### src/anx_pkg.sv
/*
 * Constants shared by the auto-negotiation next-page and indirect
 * device window register group: register indices, field
 * positions, reset values and bus response codes.
 * Assumes a 32-bit AXI4-Lite register bus, one register per word.
 */
package anx_pkg;

    // ****************************************************************
    // Bus geometry
    // ****************************************************************
    localparam int         ADDR_W = 8;
    localparam int         DATA_W = 32;
    localparam logic [1:0] RESP_OKAY   = 2'h0;
    localparam logic [1:0] RESP_SLVERR = 2'h2;

    // ****************************************************************
    // Register indices (byte address is four times the index)
    // ****************************************************************
    localparam logic [5:0] IDX_EXPANSION  = 6'h06;
    localparam logic [5:0] IDX_NP_TX      = 6'h07;
    localparam logic [5:0] IDX_NP_RX      = 6'h08;
    localparam logic [5:0] IDX_ACC_CTRL   = 6'h0d;
    localparam logic [5:0] IDX_ACC_DATA   = 6'h0e;
    localparam logic [5:0] IDX_IRQ_STATUS = 6'h20;
    localparam logic [5:0] IDX_IRQ_MASK   = 6'h21;

    // ****************************************************************
    // Expansion status fields
    // ****************************************************************
    localparam int EXP_LP_AN_BIT       = 0;
    localparam int EXP_PAGE_RX_BIT     = 1;
    localparam int EXP_NP_ABLE_BIT     = 2;
    localparam int EXP_LP_NP_BIT       = 3;
    localparam int EXP_PD_FAULT_BIT    = 4;
    localparam int EXP_NP_LOC_BIT      = 5;
    localparam int EXP_NP_LOC_ABLE_BIT = 6;

    // ****************************************************************
    // Next-page transmit / receive
    // ****************************************************************
    localparam logic [15:0] NPTX_WR_MASK    = 16'hb7ff;
    localparam logic [15:0] NPTX_RESET      = 16'h2001;
    localparam int          NPTX_TOGGLE_BIT = 11;
    localparam logic        NPTX_TOGGLE_RST = 1'b0;
    localparam logic [15:0] NPRX_RESET      = 16'h0000;

    // ****************************************************************
    // Indirect access control
    // ****************************************************************
    localparam int          CTRL_FUNC_LSB   = 14;
    localparam int          CTRL_DEV_MSB    = 4;
    localparam logic [1:0]  FUNC_ADDRESS    = 2'h0;
    localparam logic [1:0]  FUNC_DATA       = 2'h1;
    localparam logic [1:0]  FUNC_RESET      = 2'h0;
    localparam logic [4:0]  DEV_RESET       = 5'h00;
    localparam logic [4:0]  DEV_PCS         = 5'h03;
    localparam logic [4:0]  DEV_AUTONEG     = 5'h07;
    localparam logic [15:0] ACC_ADDR_RESET  = 16'h0000;

    // ****************************************************************
    // Interrupt status / mask
    // ****************************************************************
    localparam int         IRQ_W           = 2;
    localparam int         IRQ_PAGE_RX_BIT = 0;
    localparam int         IRQ_PD_FAULT_BIT = 1;
    localparam logic [1:0] IRQ_MASK_RESET  = 2'h0;

endpackage : anx_pkg

### src/anx_top.sv
/*
 * Auto-negotiation expansion, next-page transmit/receive and indirect
 * manageable-device window registers behind an AXI4-Lite slave.
 * Assumes the negotiation engine and device register space run on
 * MCLK, so their signals need no synchroniser.
 */
// Notes on behaviour
// Expansion bit 6 always reads 1, saying bit 5 reports the store.
// Expansion bit 5 reads 1; partner next pages land at index 8.
// Expansion bit 4 latches high on a parallel-detect fault, resets 0.
// Expansion bit 1 latches high on a new received page, resets 0.
// Bit 3 shows partner next-page ability; bit 2 is constant 1.
// Bit 0 is 1 only once the partner is known to auto-negotiate.
// Index 7 holds writable flags 15, 13, 12 and code 10:0, reset 2001.
// Transmit toggle bit 11 is read-only and maintained by the device.
// Index 8 is read-only, resets 0 and shows the partner's next page.
// Control bits 15:14 pick the function; the host avoids 10 and 11.
// Control bits 4:0 hold the target device number, reset 0.
// With function 00 a write to index 14 sets the target address.
// With other functions index 14 moves data at the latched address.
// Data accesses never change the latched address.
// The host sets address mode, address, data mode, then moves data.
`timescale 1ns/100ps
`default_nettype none

module anx_top
    import anx_pkg::*;
(
    input  wire logic                MCLK,
    input  wire logic                NRST,
    input  wire logic [ADDR_W-1:0]   S_AXI_AWADDR,
    input  wire logic                S_AXI_AWVALID,
    output logic                     S_AXI_AWREADY,
    input  wire logic [DATA_W-1:0]   S_AXI_WDATA,
    input  wire logic [3:0]          S_AXI_WSTRB,
    input  wire logic                S_AXI_WVALID,
    output logic                     S_AXI_WREADY,
    output logic [1:0]               S_AXI_BRESP,
    output logic                     S_AXI_BVALID,
    input  wire logic                S_AXI_BREADY,
    input  wire logic [ADDR_W-1:0]   S_AXI_ARADDR,
    input  wire logic                S_AXI_ARVALID,
    output logic                     S_AXI_ARREADY,
    output logic [DATA_W-1:0]        S_AXI_RDATA,
    output logic [1:0]               S_AXI_RRESP,
    output logic                     S_AXI_RVALID,
    input  wire logic                S_AXI_RREADY,
    input  wire logic                AN_PAGE_RX,
    input  wire logic [15:0]         AN_RX_PAGE,
    input  wire logic                AN_PD_FAULT,
    input  wire logic                AN_LP_NP_ABLE,
    input  wire logic                AN_LP_AN_ABLE,
    input  wire logic                AN_TX_PAGE_SENT,
    output logic [15:0]              NP_TX_WORD,
    output logic [4:0]               TARGET_DEVICE_NUMBER,
    output logic [15:0]              MMD_ADDR,
    output logic [15:0]              MMD_WDATA,
    output logic                     MMD_WR,
    output logic                     MMD_RD,
    input  wire logic [15:0]         MMD_RDATA,
    output logic                     IRQ
);

    // ****************************************************************
    // Helpers
    // ****************************************************************
    function automatic logic [15:0] anx_merge(
        input logic [15:0] old_val,
        input logic [15:0] new_val,
        input logic [1:0]  strb
    );
        logic [15:0] res;
        res = old_val;
        if (strb[0])
        begin
            res[7:0] = new_val[7:0];
        end
        if (strb[1])
        begin
            res[15:8] = new_val[15:8];
        end
        return res;
    endfunction : anx_merge

    // ****************************************************************
    // State
    // ****************************************************************
    logic              aw_full_reg;
    logic              w_full_reg;
    logic [5:0]        aw_idx_reg;
    logic [15:0]       w_data_reg;
    logic [1:0]        w_strb_reg;
    logic              pd_fault_reg;
    logic              page_rx_reg;
    logic [15:0]       np_tx_reg;
    logic              toggle_reg;
    logic [15:0]       np_rx_reg;
    logic [1:0]        func_reg;
    logic [4:0]        dev_reg;
    logic [15:0]       acc_addr_reg;
    logic [IRQ_W-1:0]  irq_status_reg;
    logic [IRQ_W-1:0]  irq_mask_reg;

    logic              wr_fire;
    logic              rd_fire;
    logic [5:0]        rd_idx;
    logic              wr_mapped;
    logic              rd_mapped;
    logic              clr_expansion;
    logic              clr_irq;
    logic [15:0]       ctrl_word;
    logic [15:0]       exp_word;
    logic [15:0]       rd_word;
    logic [15:0]       ctrl_merged;

    assign wr_fire = aw_full_reg && w_full_reg && !S_AXI_BVALID;
    assign rd_fire = S_AXI_ARVALID && S_AXI_ARREADY;
    assign rd_idx  = S_AXI_ARADDR[7:2];

    // Latched bits clear only on a read that is actually taken
    assign clr_expansion = rd_fire && (rd_idx == IDX_EXPANSION);
    assign clr_irq       = rd_fire && (rd_idx == IDX_IRQ_STATUS);

    assign ctrl_word = {func_reg, 9'h000, dev_reg};
    assign ctrl_merged = anx_merge(ctrl_word, w_data_reg, w_strb_reg);

    always_comb
    begin
        exp_word = 16'h0000;
        exp_word[EXP_NP_LOC_ABLE_BIT] = 1'b1;
        exp_word[EXP_NP_LOC_BIT]      = 1'b1;
        exp_word[EXP_PD_FAULT_BIT]    = pd_fault_reg;
        exp_word[EXP_LP_NP_BIT]       = AN_LP_NP_ABLE;
        exp_word[EXP_NP_ABLE_BIT]     = 1'b1;
        exp_word[EXP_PAGE_RX_BIT]     = page_rx_reg;
        exp_word[EXP_LP_AN_BIT]       = AN_LP_AN_ABLE;
    end

    always_comb
    begin
        wr_mapped = 1'b1;
        case (aw_idx_reg)
            IDX_EXPANSION, IDX_NP_TX, IDX_NP_RX, IDX_ACC_CTRL,
            IDX_ACC_DATA, IDX_IRQ_STATUS, IDX_IRQ_MASK:
                wr_mapped = 1'b1;
            default:
                wr_mapped = 1'b0;
        endcase
    end

    always_comb
    begin
        rd_word   = 16'h0000;
        rd_mapped = 1'b1;
        case (rd_idx)
            IDX_EXPANSION:  rd_word = exp_word;
            IDX_NP_TX:      rd_word = NP_TX_WORD;
            IDX_NP_RX:      rd_word = np_rx_reg;
            IDX_ACC_CTRL:   rd_word = ctrl_word;
            IDX_ACC_DATA:
            begin
                if (func_reg == FUNC_ADDRESS)
                begin
                    rd_word = acc_addr_reg;
                end
                else
                begin
                    rd_word = MMD_RDATA;
                end
            end
            IDX_IRQ_STATUS: rd_word = {14'h0000, irq_status_reg};
            IDX_IRQ_MASK:   rd_word = {14'h0000, irq_mask_reg};
            default:        rd_mapped = 1'b0;
        endcase
    end

    // ****************************************************************
    // AXI4-Lite write channels
    // ****************************************************************
    always_ff @(posedge MCLK or negedge NRST)
    begin
        if (!NRST)
        begin
            aw_full_reg   <= 1'b0;
            aw_idx_reg    <= 6'h00;
            S_AXI_AWREADY <= 1'b0;
        end
        else if (S_AXI_AWVALID && S_AXI_AWREADY)
        begin
            aw_full_reg   <= 1'b1;
            aw_idx_reg    <= S_AXI_AWADDR[7:2];
            S_AXI_AWREADY <= 1'b0;
        end
        else if (S_AXI_BVALID && S_AXI_BREADY)
        begin
            aw_full_reg   <= 1'b0;
            S_AXI_AWREADY <= 1'b1;
        end
        else if (!aw_full_reg)
        begin
            S_AXI_AWREADY <= 1'b1;
        end
    end

    always_ff @(posedge MCLK or negedge NRST)
    begin
        if (!NRST)
        begin
            w_full_reg   <= 1'b0;
            w_data_reg   <= 16'h0000;
            w_strb_reg   <= 2'h0;
            S_AXI_WREADY <= 1'b0;
        end
        else if (S_AXI_WVALID && S_AXI_WREADY)
        begin
            w_full_reg   <= 1'b1;
            w_data_reg   <= S_AXI_WDATA[15:0];
            w_strb_reg   <= S_AXI_WSTRB[1:0];
            S_AXI_WREADY <= 1'b0;
        end
        else if (S_AXI_BVALID && S_AXI_BREADY)
        begin
            w_full_reg   <= 1'b0;
            S_AXI_WREADY <= 1'b1;
        end
        else if (!w_full_reg)
        begin
            S_AXI_WREADY <= 1'b1;
        end
    end

    always_ff @(posedge MCLK or negedge NRST)
    begin
        if (!NRST)
        begin
            S_AXI_BVALID <= 1'b0;
            S_AXI_BRESP  <= RESP_OKAY;
        end
        else if (wr_fire)
        begin
            S_AXI_BVALID <= 1'b1;
            S_AXI_BRESP  <= wr_mapped ? RESP_OKAY : RESP_SLVERR;
        end
        else if (S_AXI_BREADY)
        begin
            S_AXI_BVALID <= 1'b0;
        end
    end

    // ****************************************************************
    // AXI4-Lite read channels
    // ****************************************************************
    always_ff @(posedge MCLK or negedge NRST)
    begin
        if (!NRST)
        begin
            S_AXI_ARREADY <= 1'b0;
            S_AXI_RVALID  <= 1'b0;
            S_AXI_RDATA   <= 32'h0000_0000;
            S_AXI_RRESP   <= RESP_OKAY;
        end
        else if (rd_fire)
        begin
            S_AXI_ARREADY <= 1'b0;
            S_AXI_RVALID  <= 1'b1;
            S_AXI_RDATA   <= {16'h0000, rd_word};
            S_AXI_RRESP   <= rd_mapped ? RESP_OKAY : RESP_SLVERR;
        end
        else if (S_AXI_RVALID && S_AXI_RREADY)
        begin
            S_AXI_RVALID  <= 1'b0;
            S_AXI_ARREADY <= 1'b1;
        end
        else if (!S_AXI_RVALID)
        begin
            S_AXI_ARREADY <= 1'b1;
        end
    end

    // ****************************************************************
    // Expansion latches (new event beats the read that clears)
    // ****************************************************************
    always_ff @(posedge MCLK or negedge NRST)
    begin
        if (!NRST)
        begin
            pd_fault_reg <= 1'b0;
            page_rx_reg  <= 1'b0;
        end
        else
        begin
            pd_fault_reg <= AN_PD_FAULT ||
                            (pd_fault_reg && !clr_expansion);
            page_rx_reg  <= AN_PAGE_RX ||
                            (page_rx_reg && !clr_expansion);
        end
    end

    // ****************************************************************
    // Next-page transmit and receive
    // ****************************************************************
    always_ff @(posedge MCLK or negedge NRST)
    begin
        if (!NRST)
        begin
            np_tx_reg <= NPTX_RESET;
        end
        else if (wr_fire && (aw_idx_reg == IDX_NP_TX))
        begin
            np_tx_reg <= anx_merge(np_tx_reg, w_data_reg, w_strb_reg)
                         & NPTX_WR_MASK;
        end
    end

    // Flips once per page the engine has sent, so the partner sees
    // the alternation without software help
    always_ff @(posedge MCLK or negedge NRST)
    begin
        if (!NRST)
        begin
            toggle_reg <= NPTX_TOGGLE_RST;
        end
        else if (AN_TX_PAGE_SENT)
        begin
            toggle_reg <= !toggle_reg;
        end
    end

    always_comb
    begin
        NP_TX_WORD = np_tx_reg;
        NP_TX_WORD[NPTX_TOGGLE_BIT] = toggle_reg;
    end

    always_ff @(posedge MCLK or negedge NRST)
    begin
        if (!NRST)
        begin
            np_rx_reg <= NPRX_RESET;
        end
        else if (AN_PAGE_RX)
        begin
            np_rx_reg <= AN_RX_PAGE;
        end
    end

    // ****************************************************************
    // Indirect device window
    // ****************************************************************
    always_ff @(posedge MCLK or negedge NRST)
    begin
        if (!NRST)
        begin
            func_reg <= FUNC_RESET;
            dev_reg  <= DEV_RESET;
        end
        else if (wr_fire && (aw_idx_reg == IDX_ACC_CTRL))
        begin
            // Reserved codes are stored; they behave as data mode
            func_reg <= ctrl_merged[15:CTRL_FUNC_LSB];
            dev_reg  <= ctrl_merged[CTRL_DEV_MSB:0];
        end
    end

    assign TARGET_DEVICE_NUMBER = dev_reg;
    assign MMD_ADDR             = acc_addr_reg;

    always_ff @(posedge MCLK or negedge NRST)
    begin
        if (!NRST)
        begin
            acc_addr_reg <= ACC_ADDR_RESET;
        end
        else if (wr_fire && (aw_idx_reg == IDX_ACC_DATA) &&
                 (func_reg == FUNC_ADDRESS))
        begin
            acc_addr_reg <= anx_merge(acc_addr_reg, w_data_reg,
                                      w_strb_reg);
        end
    end

    always_ff @(posedge MCLK or negedge NRST)
    begin
        if (!NRST)
        begin
            MMD_WR    <= 1'b0;
            MMD_RD    <= 1'b0;
            MMD_WDATA <= 16'h0000;
        end
        else
        begin
            MMD_WR <= wr_fire && (aw_idx_reg == IDX_ACC_DATA) &&
                      (func_reg != FUNC_ADDRESS);
            MMD_RD <= rd_fire && (rd_idx == IDX_ACC_DATA) &&
                      (func_reg != FUNC_ADDRESS);
            if (wr_fire && (aw_idx_reg == IDX_ACC_DATA))
            begin
                MMD_WDATA <= anx_merge(MMD_RDATA, w_data_reg,
                                       w_strb_reg);
            end
        end
    end

    // ****************************************************************
    // Interrupts
    // ****************************************************************
    always_ff @(posedge MCLK or negedge NRST)
    begin
        if (!NRST)
        begin
            irq_status_reg <= '0;
        end
        else
        begin
            irq_status_reg[IRQ_PAGE_RX_BIT] <= AN_PAGE_RX ||
                (irq_status_reg[IRQ_PAGE_RX_BIT] && !clr_irq);
            irq_status_reg[IRQ_PD_FAULT_BIT] <= AN_PD_FAULT ||
                (irq_status_reg[IRQ_PD_FAULT_BIT] && !clr_irq);
        end
    end

    always_ff @(posedge MCLK or negedge NRST)
    begin
        if (!NRST)
        begin
            irq_mask_reg <= IRQ_MASK_RESET;
        end
        else if (wr_fire && (aw_idx_reg == IDX_IRQ_MASK) && w_strb_reg[0])
        begin
            irq_mask_reg <= w_data_reg[IRQ_W-1:0];
        end
    end

    // One cycle behind the status bits, in exchange for a clean flop
    always_ff @(posedge MCLK or negedge NRST)
    begin
        if (!NRST)
        begin
            IRQ <= 1'b0;
        end
        else
        begin
            IRQ <= |(irq_status_reg & irq_mask_reg);
        end
    end

endmodule : anx_top

`default_nettype wire

### config.mk
export PLATFORM = sky130hd
export DESIGN_NAME = anx_top
export DESIGN_NICKNAME = d
export VERILOG_FILES = /design/src/anx_pkg.sv /design/src/anx_top.sv
export SDC_FILE = /design/constraint.sdc
export NUM_CORES = 1
export LEC_CHECK = 0
export ABC_AREA = 1
export ABC_CLOCK_PERIOD_IN_PS = 1300
export BUFFER_PORTS_ARGS = -buffer_cell sky130_fd_sc_hd__buf_2
export CAP_MARGIN = 20
export CORE_MARGIN = 2
export CORE_UTILIZATION = 46
export DETAILED_ROUTE_END_ITERATION = 12
export GPL_TIMING_DRIVEN = 0
export PLACE_DENSITY = 0.76
export SYNTH_ARGS = -nofsm -noshare
export SYNTH_HDL_FRONTEND = slang
export SYNTH_SLANG_ARGS = --single-unit
### constraint.sdc
create_clock -name MCLK -period 1.3 [get_ports MCLK]
set_input_delay 0.26 -clock MCLK [delete_from_list [all_inputs] [get_ports MCLK]]
set_output_delay 0.26 -clock MCLK [all_outputs]
set_load 0.05 [all_outputs]
Word level (Yosys, flattened, before mapping). Cells that the tools add are included.

Register bits after elaboration: 130. Logic and storage cells: 116. Bits of input ports: 96.

Multiplexer cells: 24. Bitwise logic cells: 1. Reduce and logical (&&, ||, !) cells: 45. Eq/ne operators: 17.

Operators with widths (count): 16-bit one-hot mux with 7 select lines (1); 6-bit by 4-bit == test with 1-bit output, second input constant (6); 6-bit by 3-bit == test with 1-bit output, second input constant (4); 6-bit == test, second input constant (4); 1-bit logical AND (22); 1-bit 2-to-1 mux (18); 16-bit 2-to-1 mux (1); 8-bit 2-to-1 mux (2); 7-bit OR reduction (2); 2-bit AND reduction (6); 2-bit nonzero test (5); 3-bit by 1-bit inequality test with 1-bit output, second input constant (3); 1-bit zero test (4); 1-bit logical OR (4); 2-bit 2-to-1 mux (2); 2-bit AND (1); 2-bit zero test (1); 2-bit OR reduction (1).

Longest topological paths before layout.
Depth after elaboration: 5. Gate-level depth with buffers: 10. Depth with buffers taken out: 10.

Least setup slack after synthesis. No wires, ideal clock.

Path type: flip-flop to flip-flop. From: reg S_AXI_BVALID. To: reg np_tx_reg[6]. Data arrival time: 1.450 ns. Stages on the path, launching flop included: 8. Buffers on the path: 1. Period minus slack after synthesis: 1.573 ns. Library setup time: 0.123 ns. Slack: -0.273 ns. Data required time: 1.177 ns. Cell sequence: dfrtp_1 inv_1 nand3_2 inv_1 nand3_2 buf_2 nand2_1 o21ai_1.

Longest elaborated chain between the ends: 4.

RTL lines: from (decl) (line anx_top.sv:39) `output logic S_AXI_BVALID,`; from (signal assigned) (line anx_top.sv:236) `S_AXI_BVALID <= 1'b0;`; from (signal assigned) (line anx_top.sv:241) `S_AXI_BVALID <= 1'b1;`; from (signal assigned) (line anx_top.sv:246) `S_AXI_BVALID <= 1'b0;`; 1-bit zero test (line anx_top.sv:116) `assign wr_fire = aw_full_reg && w_full_reg && !S_AXI_BVALID;`; 1-bit logical AND (line anx_top.sv:116); 1-bit logical AND (line anx_top.sv:308) `else if (wr_fire && (aw_idx_reg == IDX_NP_TX))`; 2-bit AND reduction (no line); to (signal assigned) (line anx_top.sv:310) `np_tx_reg <= anx_merge(np_tx_reg, w_data_reg, w_strb_reg)`; to (decl) (line anx_top.sv:95) `logic [15:0] np_tx_reg;`.

Every way passes these cells. A chain may end at the register's enable or synchronous reset.

Final worst setup path.
From: reg aw_idx_reg[0]. To: reg acc_addr_reg[0], in the netlist MMD_ADDR[0].

Longest elaborated chain between the ends: 4.

RTL lines: from (decl) (line anx_top.sv:90) `logic [5:0] aw_idx_reg;`; from (signal assigned) (line anx_top.sv:191) `aw_idx_reg <= S_AXI_AWADDR[7:2];`; 6-bit by 4-bit == test with 1-bit output (line anx_top.sv:374) `else if (wr_fire && (aw_idx_reg == IDX_ACC_DATA) &&`; 1-bit logical AND (2 in series) (line anx_top.sv:374); 2-bit AND reduction (no line); to (signal assigned) (line anx_top.sv:377) `acc_addr_reg <= anx_merge(acc_addr_reg, w_data_reg,`; to (decl) (line anx_top.sv:100) `logic [15:0] acc_addr_reg;`.

Every way passes these cells.

==> flow_metrics.tcl <==
set metrics [dict create \
    grt_usage_pct 25.59 \
    hpwl_mm 12.49 \
    num_vias 5877 \
    dpl_cell_area_um2 7113 \
    clockRootBuffer "clkbuf_16" \
    start_kind "register" \
    slew_violations 0 \
    grt_overflow 0 \
    finalWirelength_mm 19.13 \
    maxSlewHeadroom_pct 64.03 \
    htreeDepth 4 \
    start_util_pct 47.48 \
    hold_class "input port to register" \
    tightestPinTransition_ps 539.5 \
    cts_tree "yes" \
    drt_iter0_drc 533 \
    portBuffers 150 \
    dieWidth_um 118.4 \
    crit_fanout 6 \
    yosys_warnings 0 \
    cts_buffers 17 \
    clk_pin_slew_ps 50 \
    area_growth_pct 48.48 \
    io_pins 193 \
    yosys_register_bits 128 \
    synth_edf_count 0 \
    maxCapViolCount 0 \
    gp_congestion 0.8898 \
    via_per_inst 5.187 \
    postSynthAreaPerCell_um2 8.473 \
    ys_types 31 \
    min_period_ps 1531 \
    clock.fmax_mhz 653.2 \
    die_h_um 118.4 \
    status "complete, but fails checks" \
    netlist_instances 710 \
    drt-wirelength-per-cell_um 16.88 \
    grt_first_pass_wirelength_mm 28.05 \
    ys.flop_type "dfrtp_1" \
    grt_max_degree 99 \
    end_kind "register" \
    grt_pass1_vias 5460 \
    clock-sinks 128 \
    design_area_um2 8932 \
    critical_path_class "register to register" \
    die_area_um2 14010 \
    antennaDiodeCount 0 \
    final_nets 1044 \
    core-area_um2 12670 \
    power_density_nw_per_um2 2307 \
    n_fill_cell 924 \
    vdd_drop_max_v 0.002042 \
    violations "setup timing" \
    row_count 41 \
    drt_pre_antenna_iters 5 \
    clock_latency_ps 420 \
    rsz0062_at_grt "true" \
    synthArstFlopShare_pct 100.0 \
    min_period_over_period_pct 117.8 \
    arrival_ps 1820 \
    finClkSkew_ps 5.813 \
    pre_cts_slack_ps -363.7 \
    seq_area_frac_synth_pct 53.29 \
    final_hold_viol_count 0 \
    clockBufferDepth 2 \
    netlist_area_um2 6016 \
    worst_slack_ps -231.0 \
    drt.antenna.violating_nets 0 \
    antenna_found_initial 0 \
    setup_viol 68 \
    cp_data_required_time_ps 1590 \
    drt_drc_violations_left 0 \
    drive_above_1_share_pct 42.35 \
    p_leak_nw 4.482 \
]
-- worst max-delay path, cell delays in order, from the launching register on --
cell	delay, ps
dfrtp_1	440
nor2_4	150
nand4_4	140
nor2_8	220
nand3_4	150
buf_12	180
nand2_2	70
o21ai_2	60
-- power breakdown --
group          switching, mW  total [mW]  internal (mW)
combinational           6.14        9.57           3.43
sequential              1.00        6.23           5.23
clock                   1.68        4.80           3.12
-- what timing repair did --
action                                 4_1_cts  5_1_grt
resized for setup                          132      142
gates cloned                                 2        3
buffers inserted                            26       19
endpoints found under the hold margin       30        0
pin swaps                                   17       41
hold buffers                                 1        0
setup endpoints to repair                  149      116
-- synthesized netlist by cell type, types with 2 or more instances --
library cell | number | area (um^2)
buf_4 | 23 | 172.7
nor3_1 | 3 | 15.01
nor2_1 | 47 | 176.4
nand3_2 | 2 | 20.02
mux2_2 | 4 | 45.04
nand2_1 | 217 | 814.5
buf_6 | 2 | 22.52
o21ai_2 | 16 | 140.1
nor2_2 | 4 | 25.02
dfstp_2 | 2 | 52.55
clkbuf_1 | 12 | 45.04
inv_1 | 53 | 198.9
nand4_1 | 8 | 50.05
o21a_1 | 16 | 120.1
nand3_4 | 2 | 35.03
dfrtp_1 | 126 | 3153
nand3_1 | 30 | 150.1
a21oi_1 | 32 | 160.2
o21ai_1 | 18 | 90.09
nor2_4 | 3 | 33.78
o21ai_0 | 70 | 350.3
buf_2 | 11 | 55.05
-- routing by layer --
layer  global-route usage, %  vias to the layer above  routed length, um
met3                   5.550                       43               1334
met2                   41.55                      263               9445
met5                       0                        -                  0
met1                   33.73                     2821               7804
met4                   9.337                        0                542
li1                        -                     2750                  -
-- kinds of logic after synthesis --
group | Yosys count | share of synthesized area [%]
AND/OR/NAND/NOR | 320 | 22.90
AO/OA/AOI/OAI | 154 | 14.58
flip-flops | 128 | 53.29
buffers and inverters | 102 | 8.278
multiplexers | 4 | 0.7487
XOR/XNOR | 1 | 0.1456
other | 1 | 0.06234
-- layout by cell type (no fill, tap or decap), drive strengths merged --
master,Yosys,layout
nand2,218,219
xor2,1,1
a22o,1,1
clkinvlp,0,1
nand3,34,34
clkbuf,12,56
conb,1,19
nand4,9,9
dfstp,2,2
clkinv,0,3
o21a,16,16
bufinv,0,2
o21ai,104,104
dlygate4sd3,0,1
inv,54,53
nor3,4,4
nor2,55,55
dfrtp,126,126
o211ai,1,1
mux2,4,4
buf,36,218
a21oi,32,32
-- final cells by class --
class	count	area, um^2	area share (%)
inverters	54	206.4	2.311
plain buffers	47	369.1	4.132
well taps	172	215.2	2.409
repair buffers	201	1567	17.54
multi-input cells	499	2750	30.79
clock inverters	5	75.07	0.8405
flip-flops and latches	128	3227	36.13
clock buffers	27	523.0	5.855
-- path summary, 6_finish.rpt --
| check | startpoint | slack (ps) | end | cells after the start |
|---|---|---|---|---|
| setup reg to reg | aw_idx_reg[0] | -230 | MMD_ADDR[0] | 7 |
| setup / recovery | aw_idx_reg[0] | -230 | MMD_ADDR[0] | 7 |
| min in group asynchronous | NRST | 300 | np_rx_reg[4] | 2 |
| max in group asynchronous | NRST | 210 | MMD_ADDR[0] | 3 |
| hold / removal | AN_TX_PAGE_SENT | 40 | toggle_reg | 2 |
| hold reg to reg | S_AXI_RDATA[9] | 470 | S_AXI_RDATA[9] | 2 |
-- through the flow --
stage | utilization, % | cells | power, mW | setup TNS, ps | hold slack, ps
after floorplan | - | 728 | 11.16 | -1355 | -35.59
after detailed placement | 56.14 | 1051 | 13.10 | -17720 | 167.4
after global routing | 70.49 | 1133 | 21.49 | -13330 | 27.10
after CTS | 65.70 | 1111 | 19.18 | -6529 | 32.62
final | 70.49 | 1133 | 20.61 | -8302 | 36.98
after global placement | 55.87 | 1050 | 12.96 | -235980 | 441.9
No activity file was read; power rests on OpenSTA's default activity.
